### src/iox_pkg.sv
// constants, field layouts and carrier types of the io crossbar
// assumes one 50 MHz clock domain and the internal register port of the host serial slave
package iox_pkg;

    // ****************************************************************
    // sizes
    // ****************************************************************
    localparam int IOX_NPORT = 6;
    localparam int IOX_NFUNC = 11;
    localparam int IOX_AW = 7;
    localparam int IOX_DW = 8;

    // ****************************************************************
    // register offsets and reset values
    // ****************************************************************
    localparam logic [IOX_AW-1:0] IOX_OFS_CMD_CFG = 7'h05;
    localparam logic [IOX_AW-1:0] IOX_OFS_SENS_CFG = 7'h07;
    localparam logic [IOX_AW-1:0] IOX_OFS_XBAR = 7'h0c;
    localparam logic [IOX_AW-1:0] IOX_OFS_MAP_STAT = 7'h0d;
    localparam logic [IOX_DW-1:0] IOX_RST_CMD_CFG = 8'h00;
    localparam logic [IOX_DW-1:0] IOX_RST_SENS_CFG = 8'h00;
    localparam logic [IOX_DW-1:0] IOX_RST_XBAR = 8'h00;
    localparam logic [IOX_DW-1:0] IOX_RD_NONE = 8'h00;

    // ****************************************************************
    // field positions
    // ****************************************************************
    localparam int IOX_XB_PINSET_LSB = 0;
    localparam int IOX_XB_PINSET_MSB = 2;
    localparam int IOX_XB_CLK_BIT = 3;
    localparam int IOX_XB_IRQ_BIT = 4;
    localparam int IOX_XB_MAO_BIT = 5;
    localparam int IOX_XB_SLI_BIT = 6;
    localparam int IOX_XB_SLO_BIT = 7;
    localparam int IOX_CMD_CPL_BIT = 5;
    localparam int IOX_SENS_EN_BIT = 6;

    // ****************************************************************
    // sensor pin-set codes
    // ****************************************************************
    localparam logic [2:0] IOX_PS_NONE = 3'h0;
    localparam logic [2:0] IOX_PS_CK_DO_DI = 3'h1;
    localparam logic [2:0] IOX_PS_CK_DO = 3'h2;
    localparam logic [2:0] IOX_PS_CK_DI = 3'h3;
    localparam logic [2:0] IOX_PS_RSVD = 3'h4;
    localparam logic [2:0] IOX_PS_CK_DO_DI_CS = 3'h5;
    localparam logic [2:0] IOX_PS_CK_DO_CS = 3'h6;
    localparam logic [2:0] IOX_PS_CK_DI_CS = 3'h7;

    // ****************************************************************
    // functions in descending priority, bit 0 of a port mask is io1
    // ****************************************************************
    localparam int FN_SCLK = 0;
    localparam int FN_DOUT = 1;
    localparam int FN_DIN = 2;
    localparam int FN_SEL = 3;
    localparam int FN_CLK = 4;
    localparam int FN_IRQ = 5;
    localparam int FN_MAO = 6;
    localparam int FN_SLI = 7;
    localparam int FN_CPL = 8;
    localparam int FN_CHAIN_DATA_OUT = 9;
    localparam int FN_CHAIN_DATA_RETURN = 10;
    localparam logic [IOX_NPORT-1:0] FN_ALLOWED [IOX_NFUNC] = '{
        6'h01, 6'h02, 6'h06, 6'h0c, 6'h3f, 6'h3f, 6'h3e, 6'h3c, 6'h38, 6'h30, 6'h20};
    localparam logic [IOX_NFUNC-1:0] FN_IS_OUT = 11'h36b;
    localparam logic [IOX_NPORT-1:0] IOX_NO_PORT = 6'h00;
    localparam logic [IOX_NPORT-1:0] IOX_PORT1 = 6'h01;

    // ****************************************************************
    // types
    // ****************************************************************
    typedef enum logic [1:0] {
        IOX_CPL_CLOSED = 2'b01,
        IOX_CPL_OPEN = 2'b10
    } iox_cpl_e;

    typedef struct packed {
        logic sclk;
        logic mosi;
        logic sel;
    } iox_sens_s;

    typedef struct packed {
        logic clk_out;
        logic data_out;
    } iox_chain_s;

endpackage : iox_pkg

### src/iox_sync.sv
// two flip-flop synchroniser for pin levels
// assumes the pins are asynchronous to clock
module iox_sync
    import iox_pkg::*;
#(
    parameter int W = 1
) (
    input wire logic clock, // system clock
    input wire logic rst_b, // sync reset, active low
    input wire logic ce, // clock enable
    input wire logic [W-1:0] d, // asynchronous levels
    output logic [W-1:0] q // synchronised levels
);
    typedef struct packed {
        logic [W-1:0] s1;
        logic [W-1:0] s2;
    } iox_sync_st_s;

    iox_sync_st_s st_reg;
    iox_sync_st_s st_next;

    always_comb begin
        st_next = st_reg;
        if (ce) begin
            st_next.s1 = d;
            st_next.s2 = st_reg.s1;
        end
    end

    always_ff @(posedge clock) begin
        if (!rst_b) begin
            st_reg <= '0;
        end else begin
            st_reg <= st_next;
        end
    end

    assign q = st_reg.s2;
endmodule : iox_sync

### src/iox_alloc_slot.sv
// one allocation step: take the lowest free permitted port
// assumes used_in holds the ports taken by all higher-priority functions
module iox_alloc_slot
    import iox_pkg::*;
(
    input wire logic en, // function enabled
    input wire logic [IOX_NPORT-1:0] allowed, // permitted ports
    input wire logic [IOX_NPORT-1:0] used_in, // ports already taken
    output logic [IOX_NPORT-1:0] sel, // one-hot port taken, zero if none
    output logic [IOX_NPORT-1:0] used_out // ports taken after this step
);
    logic [IOX_NPORT-1:0] free;
    logic [IOX_NPORT-1:0] lowest;

    always_comb begin
        free = allowed & ~used_in;
        // two's complement trick isolates the lowest set bit; none free gives zero
        lowest = free & IOX_NPORT'(~free + 6'h01);
        sel = en ? lowest : IOX_NO_PORT;
        used_out = used_in | sel;
    end
endmodule : iox_alloc_slot

### src/iox_crossbar.sv
// io crossbar: maps enabled internal functions onto six general io ports
// assumes register writes come from the host serial slave on the same clock;
// io_in is asynchronous, all other inputs are on clock

// What this block does
// - each function takes lowest free permitted port
// - allocate in fixed descending function priority
// - sensor pins restricted to io1 to io4
// - other functions restricted to listed port ranges
// - pin-set codes one to three choose sensor pins
// - pin-set codes five to seven add select
// - clock source bit picks internal or io
// - interrupt routed to port only when enabled
// - chain clock output routed only when enabled
// - chain data input tied low unless routed
// - chain out and return looped unless routed
// - coupler pin follows open and close commands
// - chained slave data passes through unchanged
// - sensor data goes to own channel
// - interrupt pin carries link and latch events
// - sensor master uses pins only when enabled
module iox_crossbar
    import iox_pkg::*;
(
    input wire logic clock, // 50 MHz system clock
    input wire logic rst_b, // sync reset, active low
    input wire logic ce, // clock enable, freezes all state when low
    input wire logic [IOX_AW-1:0] reg_addr, // register address
    input wire logic reg_wr, // register write strobe
    input wire logic [IOX_DW-1:0] reg_wdata, // register write data
    output logic [IOX_DW-1:0] reg_rdata, // register read data, one cycle after address
    input wire logic [IOX_NPORT-1:0] io_in, // port pin levels
    output logic [IOX_NPORT-1:0] io_out, // port drive levels
    output logic [IOX_NPORT-1:0] io_oe, // port drive enables, high drives
    input wire iox_sens_s sens, // sensor master outputs
    output logic sens_miso, // sensor data into sensor channel
    output logic sens_master_en, // sensor master enable
    output logic ext_clk_sel, // high selects external clock
    output logic ext_clk_level, // external clock level from port
    input wire logic irq_req, // link event request
    input wire logic latch_event, // position latch event pulse
    input wire iox_chain_s chain, // chain clock and data towards slaves
    output logic chain_data_in, // chain data from port or zero
    output logic chain_data_return, // chain return data
    input wire logic cpl_open_cmd, // link command opens bus structure
    input wire logic cpl_close_cmd, // link command closes bus structure
    output logic coupler_level // coupler control state
);

    // ****************************************************************
    // state
    // ****************************************************************
    typedef struct packed {
        logic [IOX_DW-1:0] xbar;
        logic [IOX_DW-1:0] cmd;
        logic [IOX_DW-1:0] sens_cfg;
        iox_cpl_e cpl;
        logic [IOX_NPORT-1:0] io_out;
        logic [IOX_NPORT-1:0] io_oe;
        logic [IOX_NPORT-1:0] out_claim;
        logic [IOX_DW-1:0] rdata;
        logic sens_miso;
        logic ext_clk_level;
        logic chain_in;
        logic chain_ret;
    } iox_st_s;

    iox_st_s st_reg;
    iox_st_s st_next;

    logic [IOX_NPORT-1:0] io_sync;
    logic [IOX_NFUNC-1:0] fn_en;
    logic [IOX_NFUNC-1:0] fn_val;
    logic [IOX_NFUNC-1:0] fn_in;
    logic [IOX_NPORT-1:0] sel [IOX_NFUNC];
    logic [IOX_NPORT-1:0] used [IOX_NFUNC+1];
    logic [2:0] pin_set;
    logic sens_en;

    iox_sync #(
        .W(IOX_NPORT)
    ) u_io_sync (
        .clock(clock),
        .rst_b(rst_b),
        .ce(ce),
        .d(io_in),
        .q(io_sync)
    );

    // ****************************************************************
    // function enables
    // ****************************************************************
    assign pin_set = st_reg.xbar[IOX_XB_PINSET_MSB:IOX_XB_PINSET_LSB];
    assign sens_en = st_reg.sens_cfg[IOX_SENS_EN_BIT];

    always_comb begin
        fn_en = '0;
        // reserved pin-set code claims nothing
        unique case (pin_set)
            IOX_PS_CK_DO_DI, IOX_PS_CK_DO_DI_CS: begin
                fn_en[FN_SCLK] = 1'b1;
                fn_en[FN_DOUT] = 1'b1;
                fn_en[FN_DIN] = 1'b1;
            end
            IOX_PS_CK_DO, IOX_PS_CK_DO_CS: begin
                fn_en[FN_SCLK] = 1'b1;
                fn_en[FN_DOUT] = 1'b1;
            end
            IOX_PS_CK_DI, IOX_PS_CK_DI_CS: begin
                fn_en[FN_SCLK] = 1'b1;
                fn_en[FN_DIN] = 1'b1;
            end
            IOX_PS_NONE, IOX_PS_RSVD: begin
                fn_en[FN_SCLK] = 1'b0;
            end
        endcase
        fn_en[FN_SEL] = pin_set[2] && (pin_set != IOX_PS_RSVD);
        fn_en[FN_CLK] = st_reg.xbar[IOX_XB_CLK_BIT];
        fn_en[FN_IRQ] = st_reg.xbar[IOX_XB_IRQ_BIT];
        fn_en[FN_MAO] = st_reg.xbar[IOX_XB_MAO_BIT];
        fn_en[FN_SLI] = st_reg.xbar[IOX_XB_SLI_BIT];
        fn_en[FN_CPL] = st_reg.cmd[IOX_CMD_CPL_BIT];
        fn_en[FN_CHAIN_DATA_OUT] = st_reg.xbar[IOX_XB_SLO_BIT];
        fn_en[FN_CHAIN_DATA_RETURN] = st_reg.xbar[IOX_XB_SLO_BIT];
    end

    // ****************************************************************
    // priority allocation chain
    // ****************************************************************
    assign used[0] = IOX_NO_PORT;

    for (genvar f = 0; f < IOX_NFUNC; f++) begin : g_slot
        // chain order is the priority order
        iox_alloc_slot u_slot (
            .en(fn_en[f]),
            .allowed(FN_ALLOWED[f]),
            .used_in(used[f]),
            .sel(sel[f]),
            .used_out(used[f+1])
        );
        assign fn_in[f] = |(sel[f] & io_sync);
    end

    // ****************************************************************
    // output function values
    // ****************************************************************
    always_comb begin
        fn_val = '0;
        fn_val[FN_SCLK] = sens.sclk;
        fn_val[FN_DOUT] = sens.mosi;
        fn_val[FN_SEL] = sens.sel;
        fn_val[FN_IRQ] = irq_req | latch_event;
        fn_val[FN_MAO] = chain.clk_out;
        fn_val[FN_CPL] = (st_reg.cpl == IOX_CPL_OPEN);
        fn_val[FN_CHAIN_DATA_OUT] = chain.data_out;
    end

    // ****************************************************************
    // next state
    // ****************************************************************
    always_comb begin
        logic [IOX_NPORT-1:0] drv;
        logic [IOX_NPORT-1:0] oe;
        logic [IOX_NFUNC-1:0] out_fn;
        drv = IOX_NO_PORT;
        oe = IOX_NO_PORT;
        out_fn = FN_IS_OUT;
        // sensor outputs stay off the pins while the master is disabled
        if (!sens_en) begin
            out_fn[FN_SCLK] = 1'b0;
            out_fn[FN_DOUT] = 1'b0;
            out_fn[FN_SEL] = 1'b0;
        end
        for (int f = 0; f < IOX_NFUNC; f++) begin
            if (out_fn[f]) begin
                oe = oe | sel[f];
                drv = drv | (fn_val[f] ? sel[f] : IOX_NO_PORT);
            end
        end

        st_next = st_reg;
        if (ce) begin
            st_next.io_out = drv;
            st_next.io_oe = oe;
            st_next.out_claim = oe;
            // sensor bits enter the own sensor channel only
            st_next.sens_miso = sens_en & fn_in[FN_DIN];
            st_next.ext_clk_level = fn_in[FN_CLK];
            st_next.chain_in = fn_in[FN_SLI];
            // return path is forwarded bit for bit, no re-framing
            st_next.chain_ret = st_reg.xbar[IOX_XB_SLO_BIT] ? fn_in[FN_CHAIN_DATA_RETURN] : chain.data_out;

            // open wins if both commands arrive together
            if (cpl_open_cmd) begin
                st_next.cpl = IOX_CPL_OPEN;
            end else if (cpl_close_cmd) begin
                st_next.cpl = IOX_CPL_CLOSED;
            end

            if (reg_wr) begin
                unique case (reg_addr)
                    IOX_OFS_XBAR: st_next.xbar = reg_wdata;
                    IOX_OFS_CMD_CFG: st_next.cmd = reg_wdata;
                    IOX_OFS_SENS_CFG: st_next.sens_cfg = reg_wdata;
                    default: st_next.xbar = st_reg.xbar;
                endcase
            end

            unique case (reg_addr)
                IOX_OFS_XBAR: st_next.rdata = st_reg.xbar;
                IOX_OFS_CMD_CFG: st_next.rdata = st_reg.cmd;
                IOX_OFS_SENS_CFG: st_next.rdata = st_reg.sens_cfg;
                IOX_OFS_MAP_STAT: st_next.rdata = IOX_DW'(used[IOX_NFUNC]);
                default: st_next.rdata = IOX_RD_NONE;
            endcase
        end
    end

    always_ff @(posedge clock) begin
        if (!rst_b) begin
            st_reg.xbar <= IOX_RST_XBAR;
            st_reg.cmd <= IOX_RST_CMD_CFG;
            st_reg.sens_cfg <= IOX_RST_SENS_CFG;
            st_reg.cpl <= IOX_CPL_CLOSED;
            st_reg.io_out <= IOX_NO_PORT;
            st_reg.io_oe <= IOX_NO_PORT;
            st_reg.out_claim <= IOX_NO_PORT;
            st_reg.rdata <= IOX_RD_NONE;
            st_reg.sens_miso <= 1'b0;
            st_reg.ext_clk_level <= 1'b0;
            st_reg.chain_in <= 1'b0;
            st_reg.chain_ret <= 1'b0;
        end else begin
            st_reg <= st_next;
        end
    end

    // ****************************************************************
    // outputs
    // ****************************************************************
    assign reg_rdata = st_reg.rdata;
    assign io_out = st_reg.io_out;
    assign io_oe = st_reg.io_oe;
    assign sens_miso = st_reg.sens_miso;
    assign sens_master_en = sens_en;
    assign ext_clk_sel = st_reg.xbar[IOX_XB_CLK_BIT];
    assign ext_clk_level = st_reg.ext_clk_level;
    assign chain_data_in = st_reg.chain_in;
    assign chain_data_return = st_reg.chain_ret;
    assign coupler_level = (st_reg.cpl == IOX_CPL_OPEN);

    // ****************************************************************
    // checks
    // ****************************************************************
    logic bad_lowest;
    logic bad_allowed;

    always_comb begin
        bad_lowest = 1'b0;
        bad_allowed = 1'b0;
        for (int f = 0; f < IOX_NFUNC; f++) begin
            if (sel[f] != IOX_NO_PORT) begin
                if ((FN_ALLOWED[f] & ~used[f] & IOX_NPORT'(sel[f] - 6'h01)) != IOX_NO_PORT) begin
                    bad_lowest = 1'b1;
                end
            end
            if ((sel[f] & ~FN_ALLOWED[f]) != IOX_NO_PORT) begin
                bad_allowed = 1'b1;
            end
        end
    end
endmodule : iox_crossbar

### config.mk
export PLATFORM = sky130hd
export DESIGN_NAME = iox_crossbar
export DESIGN_NICKNAME = d
export VERILOG_FILES = /design/src/iox_pkg.sv /design/src/iox_sync.sv /design/src/iox_alloc_slot.sv /design/src/iox_crossbar.sv
export SDC_FILE = /design/constraint.sdc
export NUM_CORES = 1
export LEC_CHECK = 0
export BUFFER_PORTS_ARGS = -buffer_cell sky130_fd_sc_hd__buf_4
export CAP_MARGIN = 20
export CORE_MARGIN = 1
export CORE_UTILIZATION = 58
export CTS_BUF_LIST = sky130_fd_sc_hd__clkbuf_8
export CTS_CLUSTER_SIZE = 8
export DETAILED_ROUTE_END_ITERATION = 12
export MAX_ROUTING_LAYER = met4
export PLACE_DENSITY = 0.82
export SETUP_SLACK_MARGIN = 0.2
export SLEW_MARGIN = 10
export SYNTH_ARGS = -nofsm -noshare
export SYNTH_HDL_FRONTEND = slang
export SYNTH_SLANG_ARGS = --single-unit
### constraint.sdc
create_clock -name clock -period 2.55 [get_ports clock]
set_input_delay 0.1275 -clock clock [delete_from_list [all_inputs] [get_ports clock]]
set_output_delay 0.1275 -clock clock [all_outputs]
set_load 0.05 [all_outputs]
-- Word-level counts from Yosys, hierarchy flattened
Index checks and enable logic that the tools add are counted.
- bits of input ports: 34
- memory bits (writable): 0
- bits in registers: 62
- latch bits: 0
- memories: 0
- logic and storage cells: 141
- memory bits (read-only): 0
- shift-type cells: 0
- divide/modulo/power cells: 0
- bitwise operators: 58
- mux-type cells: 32
- reductions and logical operators: 15
- multipliers: 0
- equality and inequality tests: 13
- order comparisons: 0
- $add $sub $neg: 10
- operator list (kind ; count):
    $mux 6 ; 23
    $or 6x6->6 ; 21
    $not 6->6 ; 14
    $and 6x6->6 ; 11
    $add 6x1->6 const B ; 10
    $pmux 8 s4 ; 1
    $reduce_or 6->1 ; 5
    $eq 7x3->1 const B ; 2
    $eq 7x4->1 const B ; 2
    $eq 3x3->1 const B ; 4
    $reduce_and 3->1 ; 3
    $reduce_or 4->1 ; 2
    $and 2x6->6 ; 1
    $and 3x6->6 ; 1
    $and 4x6->6 ; 1
    $eq 3x2->1 const B ; 2
    $mux 2 ; 3
    $not 2->6 ; 1
    $not 3->6 ; 1
    $not 4->6 ; 1
    $or 1x6->6 ; 1
    $mux 1 ; 4
    $not 4->4 ; 1
    $eq 3x1->1 const B ; 1
    12 further kinds ; 12

-- Logic depth before layout (Yosys ltp)
Gate-level depths: netlist (run 1).
- depth after elaboration: 66
- depth in mapped cells: 8

-- Hierarchy
From an unflattened synthesis (run 1), not the netlist that was laid out.
- cell total of the unflattened synthesis: 614
- area, all modules: 5123.7 um2
- modules (own cells, without submodules) (module ; area an instance (um2) ; instances ; cells each ; seq. area each (um2)):
    iox_crossbar ; 2660.1 ; 1 ; 295 ; 1001.0
    iox_alloc_slot ; 178.9 ; 11 ; 25 ; 0.0
    iox_sync ; 495.5 ; 1 ; 44 ; 240.2

-- Worst setup path before layout (run 1)
No wires, ideal clock.
- kind: reg2reg
- start point: reg st_reg, in the netlist ext_clk_sel
- end point: reg st_reg, in the netlist reg_rdata[5]
- period minus slack after synthesis: 2223 ps
- buffers on the path: 2
- cell stages (with the launch flop): 9
- setup time: 122 ps
- data arrival time: 2101 ps
- slack: 327 ps
- path through: dfxtp_1 > buf_2 > maj3_1 > or2_1 > and2_1 > clkbuf_1 > a21oi_1 > o211ai_1 > a221o_1
- word-level cells in the longest chain between the ends: 39
- RTL lines (item ; line ; source):
    from (decl) ; iox_crossbar.sv:68 ; iox_st_s st_reg;
    from (signal assigned) ; iox_crossbar.sv:234 ; st_reg <= st_next;
    $mux 6 (*) ; iox_alloc_slot.sv:19 ; sel = en ? lowest : IOX_NO_PORT;
    $or 6x6->6 (*) ; iox_alloc_slot.sv:20 ; used_out = used_in | sel;
    $not 6->6 ; - ;
    $not 6->6 ; iox_alloc_slot.sv:18 ; lowest = free & IOX_NPORT'(~free + 6'h01);
    $add 6x1->6 ; iox_alloc_slot.sv:18 ;
    $and 6x6->6 ; iox_alloc_slot.sv:18 ;
    $mux 6 ; iox_alloc_slot.sv:19 ;
    $or 6x6->6 (*) ; iox_alloc_slot.sv:20 ;
    [23 not listed] ; - ;
    $or 6x6->6 (*) ; iox_alloc_slot.sv:20 ;
    $not 6->6 ; - ;
    $not 6->6 ; iox_alloc_slot.sv:18 ;
    $add 6x1->6 ; iox_alloc_slot.sv:18 ;
    $and 6x6->6 ; iox_alloc_slot.sv:18 ;
    $mux 6 ; iox_alloc_slot.sv:19 ;
    $or 6x6->6 (*) ; iox_alloc_slot.sv:20 ;
    $pmux 8 s4 (*) ; iox_crossbar.sv:209 ; unique case (reg_addr)
Every way passes the cells marked *; elsewhere a longest branch is shown, timed or not.
A chain may end at the register's enable or synchronous reset.

-- Final worst setup path (run 1)
- start point: reg st_reg, in the netlist ext_clk_sel
- end point: reg st_reg, in the netlist chain_data_in
- word-level cells in the longest chain between the ends: 21
- RTL lines (item ; line ; source):
    $mux 6 (*) ; iox_alloc_slot.sv:19 ;
    $or 6x6->6 (*) ; iox_alloc_slot.sv:20 ;
    $not 6->6 ; - ;
    $not 6->6 ; iox_alloc_slot.sv:18 ;
    $add 6x1->6 ; iox_alloc_slot.sv:18 ;
    $and 6x6->6 ; iox_alloc_slot.sv:18 ;
    $mux 6 ; iox_alloc_slot.sv:19 ;
    $or 6x6->6 (*) ; iox_alloc_slot.sv:20 ;
    [5 not listed] ; - ;
    $or 6x6->6 (*) ; iox_alloc_slot.sv:20 ;
    $not 6->6 (*) ; - ;
    $not 6->6 ; iox_alloc_slot.sv:18 ;
    $add 6x1->6 ; iox_alloc_slot.sv:18 ;
    $and 6x6->6 (*) ; iox_alloc_slot.sv:18 ;
    $mux 6 (*) ; iox_alloc_slot.sv:19 ;
    $and 6x6->6 (*) ; iox_crossbar.sv:141 ; assign fn_in[f] = |(sel[f] & io_sync);
    $reduce_or 6->1 (*) ; iox_crossbar.sv:141 ;
Marked as above.

==> flow_summary.ini, run 1 <==
[clock_tree]
clock_tree.root_cell = clkbuf_8
cts-root-to-sink-buffers = 2
post_cts.resized_instances = 0
cts_buffers = 9
hold_buffers = 0
worst_setup_hold_path_clk_slew_ps = 70
post_cts_buffers = 0
tritoncts = done
clock_insertion_delay_at_the_later_pin_of_the_skew_report_ps = 350
cts_htree_levels = 3
clock_sinks = 62

[final_layout]
post-route-util = 0.6941
largest_reg_flops = 16
layout.cells.most_common = buf_4
insertedDiodeCount = 0
final_net_count = 465
area.growth.synth_to_final_pct = 15.24
top_library_cells_by_usage_in_the_layout_fill_and_taps_aside = 67 x buf_4, 60 x dfxtp_1, 44 x mux2i_1
share_of_cells_above_drive_strength_1 = 0.2483

[die]
initial_core_util = 0.6023
floorplan.die_area_sq_um = 6504
die_height_um = 80.65
die_w_um = 80.65
io_pins = 61
placeableCoreArea_sq_um = 5956
core.rowCount = 28

[route]
met1Wirelength_mm = 4.304
drt-pass1-iter-count = 6
wl_mm = 9.362
drt-wirelength-per-cell_um = 18.36
top_layer = met4
vias_per_cell = 6.151
detailedRoute.firstIterationViolations = 274
wl_met3_um = 497
met2_wirelength_from_detailed_routing_mm = 4.386
drc = 0
antenna_violating_nets_post_route = 0
routed-via-count = 3137

[flow_run]
max_cap_violations = 0

[worst_hold_path]
min_path_type = in2reg
min_delay_path_depth = 3
worst_hold_startpoint = io_in[0]
hold_end = u_io_sync.st_reg[6]

[synth]
synthFlopType = dfxtp_1
synth_async_sr_flop_share = 0
post_synth_num_cell_types = 70
post_synth_instance_area_sq_um = 3587
yosys_register_bits = 62
netlist_instances = 402
synth-seq-area-share = 0.3460
synth_enable_flop_cells = 0
yosys_warning_count = 0
syn-mean-instance-area_sq_um = 8.923
mappedNetlistNets = 436

[setup_path]
timing.rr.end = chain_data_in
ff2ff_path_depth = 6
worstPathArrival_ps = 2480
r2r_start = ext_clk_sel
critPathMaxStageDelay_ps = 630
timing.reg2reg.setup_slack_ps = 360
setup.worst_path.start_class = flip-flop
cp_top_delay_family = compound AO/OA/AOI/OAI gates
worst_ep_required_time_ps = 2840
critical_path.n_buffers_inverters = 0
crit_path_start = ext_clk_sel
criticalPathCategory = reg2reg
worstPathMaxFanout = 14
cp_slowest_cell = dfxtp_1
worstPathCellList = nor2_1 > o32a_1 > o21a_2 > o311a_1 > o31ai_1 > a22o_1
type_of_element_capturing_the_critical_path = flip-flop

[timing]
setup_viol = 0
max_slew_margin = 0.5623
timing.clock.skew_ps = 10.11
max_slew.worst_pin.slew_ps = 655.2
final-hold-violation-count = 0
final_min_period_over_clock_period = 0.8600
setup-tns-final_ps = 0
max_freq_mhz = 456.0
min_tclk_post_route_ps = 2193
final_max_tran_viols = 0
rsz0062_at_grt = false

[global_route]
grt_pass1_vias = 2964
grt_start_max_net_pins = 62
grt.total_usage = 0.3200
initial_antenna_violation_count = 0
grt_first_pass_wirelength_mm = 15.08
grt_overflow = 0

[placement]
placer_congestion = 0.8836
port_buffers = 60
detailedPlacementHpwl_mm = 6.549

[status]
outcome = finished clean

[pwr]
power.leakage_nw = 1.630
p_total_mw = 2.231
vdd_ir_drop_max_mv = 0.4523
power_per_cell_area_nw_per_um2 = 539.7
-- per-stage QoR --
step	hold WS (ps)	cells	area (sq um)	setup WS [ps]
2_1_floorplan	293.7	402	3587	327.4
3_3_place_gp	381.9	495	3909	379.2
3_5_place_dp	391.1	495	3909	332.4
4_1_cts	32.95	510	4131	310.8
5_1_grt	39.26	510	4134	243.6
6_report	42.15	510	4134	357.0
-- worst reg2reg max path: cells and delay by family, from the launching register on --
family,cells,cell delay (ps)
simple gates,1,160
flops,1,630
compound gates,5,1360
-- layer usage --
| metal | vias up | track usage |
|---|---|---|
| met1 | 1493 | 0.4057 |
| met3 | 21 | 0.06364 |
| met2 | 106 | 0.5025 |
| met4 | 0 | 0.1179 |
| met5 | - | - |
| li1 | 1517 | - |
-- final cells by class --
class	count	area, sq um
Clock buffer	11	151.4
Fill cell	502	1822
Tap cell	75	93.84
Clock inverter	4	71.32
Timing Repair Buffer	67	503.0
Inverter	11	41.29
Sequential cell	62	1244
Multi-Input combinational cell	280	2029
-- worst max path at each step --
stage / end / depth (start not counted)
5_1_grt: chain_data_in / 6
4_1_cts: io_out[5] / 6
3_5_place_dp: io_out[5] / 6
6_report: chain_data_in / 6
2_1_floorplan: reg_rdata[5] / 8
3_3_place_gp: chain_data_in / 6
-- kinds of logic (layout without fill, tap and decap cells) --
kind of cell               after synthesis  in the layout  synth area share
DFF                                     62             62            0.3460
and+or+nand+nor                        117            117            0.1943
AOI/OAI and AO/OA                      111            111            0.2253
muxes                                   49             49            0.1385
xor gates and xnor gates                 2              2          0.004884
buffers and inverters                   60             93           0.08824
adders and majority gates                1              1          0.002790
-- Yosys cell counts, types with 7 or more instances --
master    count  area (sq um)
a21oi_1      20         100.1
buf_2         7         35.03
buf_4        20         150.1
clkbuf_1     18         67.56
dfxtp_1      62          1241
inv_1        10         37.54
mux2i_1      44         440.4
nand2_1      18         67.56
nand3_1       7         35.03
nor2_1       15         56.30
nor2b_1      42         262.8
o21ai_0      24         120.1
-- report_power, final --
part	switching, mW	total (mW)	internal [mW]
Sequential	0.0156	1.01	0.994
Combinational	0.134	0.231	0.0966
Clock	0.396	0.991	0.595
Power figures use the tool's default switching activity.
==> run 2: changes to the inputs <==
- CELL_PAD_IN_SITES_DETAIL_PLACEMENT: unset -> 0
- CELL_PAD_IN_SITES_GLOBAL_PLACEMENT: unset -> 2
- CORE_UTILIZATION: 58 -> 35
- PLACE_DENSITY: 0.82 -> unset
- PLACE_DENSITY_LB_ADDON: unset -> 0.1
- TNS_END_PERCENT: unset -> 50
==> run 2 against run 1 <==
Compared with the run above:
- first-iteration DRC count shrank 52%
- critical path depth up 1
- register-to-register slack lost 50 ps
- core utilization fell by 26 points
- hold slack improved by 8.4 ps
- combinational power is 2% higher
- wire length rose by 14%
- power shrank 1.1%
- clock skew down 1.1 ps
- global-route usage shrank 10 points
- die area rose by 64%
- worst setup slack got worse by 47 ps
==> flow_summary.ini, run 2 (synthesized netlist as in run 1, its figures left out) <==
[global_route]
grt_start_max_net_pins = 62
grt_pass1_vias = 2956
grt_util_met3 = 0.03629
grt_first_pass_wirelength_mm = 16.54
grtUsageMet2 = 0.3513
top_usage_layer = met2
initial_antenna_violation_count = 0
grt.total_usage = 0.2162
groute.layer.met1.usage = 0.2751
grt_overflow = 0

[status]
outcome = finished clean

[pwr]
power_per_cell_area_nw_per_um2 = 517.4
netSwitchingFraction = 0.2484
vdd_ir_drop_max_mv = 0.2994
net-switching-power_mw = 0.5482
p_comb_frac = 0.107
cell_internal_pwr_mw = 1.659
p_total_mw = 2.207
power.leakage_nw = 1.680
seq_power_share = 0.457
clock_network_fraction_of_design_power = 0.436

[clock_tree]
cts_htree_levels = 3
worst_setup_hold_path_clk_slew_ps = 70
tritoncts = done
hold_buffers = 0
clock_insertion_delay_at_the_later_pin_of_the_skew_report_ps = 330
cts-root-to-sink-buffers = 2
clock_sinks = 62
clock_tree.root_cell = clkbuf_8
cts_buffers = 9

[setup_path]
setup.worst_path.start_class = flip-flop
worstPathArrival_ps = 2460
timing.reg2reg.setup_slack_ps = 310
ff2ff_path_depth = 7
worstPathMaxFanout = 12
critPathMaxStageDelay_ps = 450
worstPathCellList = buf_4 > maj3_1 > or2_1 > and2_1 > a21oi_1 > o211ai_1 > a221o_1
cp_slowest_cell = dfxtp_1
worst_ep_required_time_ps = 2770
type_of_element_capturing_the_critical_path = flip-flop
timing.rr.end = reg_rdata[5]
criticalPathCategory = reg2reg
r2r_start = ext_clk_sel

[placement]
port_buffers = 60
detailedPlacementHpwl_mm = 7.831
pre_cts_ws_ps = 303.5
placer_congestion = 0.8613
post_detailed_placement_cell_area_sq_um = 4049
inst_count_dp = 562

[timing]
worst_slack_ps = 310.2
max_slew.worst_pin.slew_ps = 617.7
final-hold-violation-count = 0
setup_viol = 0
final_max_tran_viols = 0
rsz0062_at_grt = true
final.hold.worst_slack_ps = 50.56
setup-tns-final_ps = 0
final_min_period_over_clock_period = 0.8784
timing.clock.skew_ps = 8.968
min_tclk_post_route_ps = 2240
max_slew_margin = 0.5874
max_freq_mhz = 446.5

[worst_hold_path]
worst_hold_startpoint = io_in[3]
min_path_type = in2reg
min_delay_path_depth = 3
hold_end = u_io_sync.st_reg[9]

[final_layout]
post-route-util = 0.4324
final_cell_count_no_fill = 578
top_library_cells_by_usage_in_the_layout_fill_and_taps_aside = 76 x buf_4, 61 x dfxtp_1, 44 x mux2i_1
design_area_sq_um = 4265
share_of_cells_above_drive_strength_1 = 0.2607
fillerInstances = 993
final_net_count = 474
layout.cells.most_common = buf_4
area.growth.synth_to_final_pct = 18.90
insertedDiodeCount = 0
largest_reg_flops = 16

[die]
floorplan.die_area_sq_um = 10660
die_w_um = 103.2
placeableCoreArea_sq_um = 9864
core.rowCount = 36
die_height_um = 103.2
initial_core_util = 0.3636
io_pins = 61

[route]
routed-via-count = 3089
vias_per_cell = 5.344
detailedRoute.firstIterationViolations = 132
drt-wirelength-per-cell_um = 18.40
drc = 0
drt-pass1-iter-count = 5
wl_mm = 10.64
antenna_violating_nets_post_route = 0

[flow_run]
max_cap_violations = 0
## run 2: cell types whose count changed in the layout (fill, tap and decap cells not counted)
cell | before | now
dfxtp_2 | 2 | 1
clkinvlp_4 | 1 | 0
dfxtp_1 | 60 | 61
buf_4 | 67 | 76
clkbuf_8 | 11 | 10
clkinv_2 | 0 | 2
inv_1 | 11 | 12
## run 2: worst max-delay path: cells and delay by family, from the launching register on
| kind | cells | cell delay (ps) |
|---|---|---|
| buffers and inverters | 1 | 240 |
| AND/OR/NAND/NOR | 2 | 490 |
| flip-flops | 1 | 450 |
| AO/OA/AOI/OAI | 3 | 570 |
| adder cells (fa/ha/maj) | 1 | 380 |
## run 2: power groups by stage
stage | Clock, mW | Sequential [mW] | Combinational (mW)
detailed placement | 0 | 1.03 | 0.238
finish | 0.962 | 1.01 | 0.236
global placement | 0 | 1.03 | 0.236
global route | 1.03 | 1.01 | 0.254
floorplan | 0 | 1.03 | 0.157
CTS | 0.984 | 1.01 | 0.239
## run 2: what timing repair did
action,4_1_cts,5_1_grt
endpoints found under the setup margin,0,6
setup buffers,0,0
hold endpoints to repair,0,0
gates resized for setup,0,1
## run 2: cell type report
class	count	area, sq um	area share
well taps	133	166.4	0.03901
repair buffers	76	570.5	0.1338
inverters	11	41.29	0.009680
multi-input cells	280	2029	0.4758
flip-flops and latches	62	1242	0.2913
clock inverters	6	77.57	0.01819
clock buffers	10	137.6	0.03227
## run 2: routing by layer
layer	wire, um	up-vias
li1	-	1524
met1	4987	1461
met2	5056	92
met3	413	12
met4	178	0
met5	0	-
## run 2: worst max path at each step
stage | start | slack [ps] | cells past startpoint | endpoint
after floorplan | ext_clk_sel | 330 | 8 | reg_rdata[5]
after global placement | pin_set[2] | 350 | 6 | io_out[5]
after detailed placement | pin_set[2] | 300 | 6 | io_out[5]
after CTS | pin_set[2] | 290 | 6 | io_out[5]
after global routing | ext_clk_sel | 190 | 7 | chain_data_return
final | ext_clk_sel | 310 | 7 | reg_rdata[5]
==> run 3: changes to the inputs <==
- BUFFER_PORTS_ARGS: -buffer_cell sky130_fd_sc_hd__buf_4 -> -buffer_cell sky130_fd_sc_hd__buf_2
- RECOVER_POWER: unset -> 100
==> run 3 against run 2 <==
Compared with the run above:
- the run now ends with max-capacitance violations, max-slew violations left
- register-to-register slack worse by 60 ps
- critical path depth decreased by 1
- worst setup slack got worse by 64 ps
- die area unchanged
- clock skew is 5.9 ps higher
- largest power group unchanged
==> flow_summary.ini, run 3 (synthesized netlist as in run 1, its figures left out) <==
[die]
die_w_um = 103.2
placeableCoreArea_sq_um = 9864
io_pins = 61
floorplan.die_area_sq_um = 10660
core.rowCount = 36
die_height_um = 103.2
initial_core_util = 0.3636

[placement]
port_buffers = 60
placer_congestion = 0.8129
detailedPlacementHpwl_mm = 7.758

[timing]
timing.clock.skew_ps = 14.85
max_freq_mhz = 434.2
setup-tns-final_ps = 0
rsz0062_at_grt = false
max_slew.worst_pin.slew_ps = 1510
max_slew_margin = -0.006834
final_max_tran_viols = 39
min_tclk_post_route_ps = 2303
final_min_period_over_clock_period = 0.9033
setup_viol = 0
final-hold-violation-count = 0

[setup_path]
crit_top_cell = a21oi_1
criticalPathCategory = reg2reg
worstPathCellList = or4b_4 > a32o_2 > a21oi_1 > a21oi_1 > nor3_1 > o221a_1
worst_ep_required_time_ps = 2820
timing.rr.end = chain_data_return
worstPathMaxFanout = 10
ff2ff_path_depth = 6
type_of_element_capturing_the_critical_path = flip-flop
cp_slowest_cell = or4b_4
timing.reg2reg.setup_slack_ps = 250
r2r_start = pin_set[1]
setup.worst_path.start_class = flip-flop
worstPathArrival_ps = 2570
critPathMaxStageDelay_ps = 520

[clock_tree]
hold_buffers = 0
cts_htree_levels = 3
clock_insertion_delay_at_the_later_pin_of_the_skew_report_ps = 340
tritoncts = done
cts_buffers = 9
clock_tree.root_cell = clkbuf_8
cts-root-to-sink-buffers = 2
post_cts_buffers = 0
clock_sinks = 62
worst_setup_hold_path_clk_slew_ps = 70

[final_layout]
share_of_cells_above_drive_strength_1 = 0.1693
ff_latch_area_sq_um = 1244
largest_reg_flops = 16
area.growth.synth_to_final_pct = 10.71
post-route-util = 0.4026
insertedDiodeCount = 0
multiInputGateArea_sq_um = 1993
top_library_cells_by_usage_in_the_layout_fill_and_taps_aside = 60 x dfxtp_1, 44 x mux2i_1, 42 x nor2b_1
layout.cells.most_common = dfxtp_1
final_net_count = 468
fillerInstances = 1068

[worst_hold_path]
min_delay_path_depth = 3
min_path_type = in2reg
hold_end = u_io_sync.st_reg[11]
worst_hold_startpoint = io_in[5]

[route]
drc = 0
routed-via-count = 3088
drt-wirelength-per-cell_um = 18.72
wl_mm = 10.67
antenna_violating_nets_post_route = 0
detailedRoute.firstIterationViolations = 111
drt-pass1-iter-count = 7
vias_per_cell = 5.418

[status]
outcome = complete, but fails checks
failed_checks = max-capacitance violations, max-slew violations

[global_route]
grt_first_pass_wirelength_mm = 16.39
grt_start_max_net_pins = 39
grt_overflow = 0
grt.total_usage = 0.2172
initial_antenna_violation_count = 0
grt_pass1_vias = 2881

[flow_run]
max_cap_violations = 1

[pwr]
vdd_ir_drop_max_mv = 0.2521
power_per_cell_area_nw_per_um2 = 540.8
power.leakage_nw = 1.448
run 3: changes by cell type in the layout (fill, tap and decap cells not counted), moves of 2 or more:
cell,change
buf_4,-70
clkbuf_1,+32
buf_2,+31
and2_0,+2
and2_1,-2
nor3_2,+2
nor3_4,-2
run 3: cell type report:
| cell class | instances | share of cell area |
|---|---|---|
| clock buffers | 9 | 0.03119 |
| clock inverters | 5 | 0.01953 |
| inverters | 11 | 0.01040 |
| multi-input cells | 280 | 0.5019 |
| flip-flops and latches | 62 | 0.3132 |
| well taps | 133 | 0.04190 |
| repair buffers | 70 | 0.08192 |
run 3: metrics by stage:
| stage | power [mW] | hold slack [ps] | cell area, sq um | cells | worst slack (ps) |
|---|---|---|---|---|---|
| finish | 2.148 | 43.26 | 3971 | 570 | 246.7 |
| global route | 2.228 | 35.22 | 3971 | 570 | 112.1 |
| CTS | 2.182 | 27.01 | 4055 | 570 | 255.6 |
| detailed placement | 1.249 | 391.2 | 3854 | 556 | 266.7 |
| global placement | 1.248 | 384.0 | 3854 | 556 | 304.6 |
| floorplan | 1.186 | 293.7 | 3587 | 402 | 327.4 |
run 3: layer usage:
metal  vias to the layer above  global-route usage  wire length [um]
met5                         -                   -                 0
met4                         0             0.06717               188
met3                        15             0.03763               449
met2                        87              0.3390              4953
met1                      1467              0.2865              5081
li1                       1519                   -                 -
run 3: worst max path at each step:
stage	from	endpoint	slack, ps	cells past startpoint
final	pin_set[1]	chain_data_return	250	6
after global routing	ext_clk_sel	io_oe[3]	110	7
after CTS	fn_en[6]	chain_data_in	260	6
after detailed placement	fn_en[6]	chain_data_in	270	6
after global placement	fn_en[5]	chain_data_in	300	6
after floorplan	ext_clk_sel	reg_rdata[5]	330	8
run 3: power by group:
group,internal (mW),switching [mW]
logic,0.0712,0.138
registers,0.993,0.0158
clock network,0.536,0.393
total,1.60,0.547
run 3: critical path: cells and delay by family, from the launching register on:
kind | cells | cell delay, ps
simple gates | 2 | 740
flops | 1 | 510
compound gates | 4 | 990
run 3: timing repair:
item                                    4_1_cts  5_1_grt
hold endpoints to repair                      0        0
endpoints found under the setup margin        0        7
resized for setup                             0        3
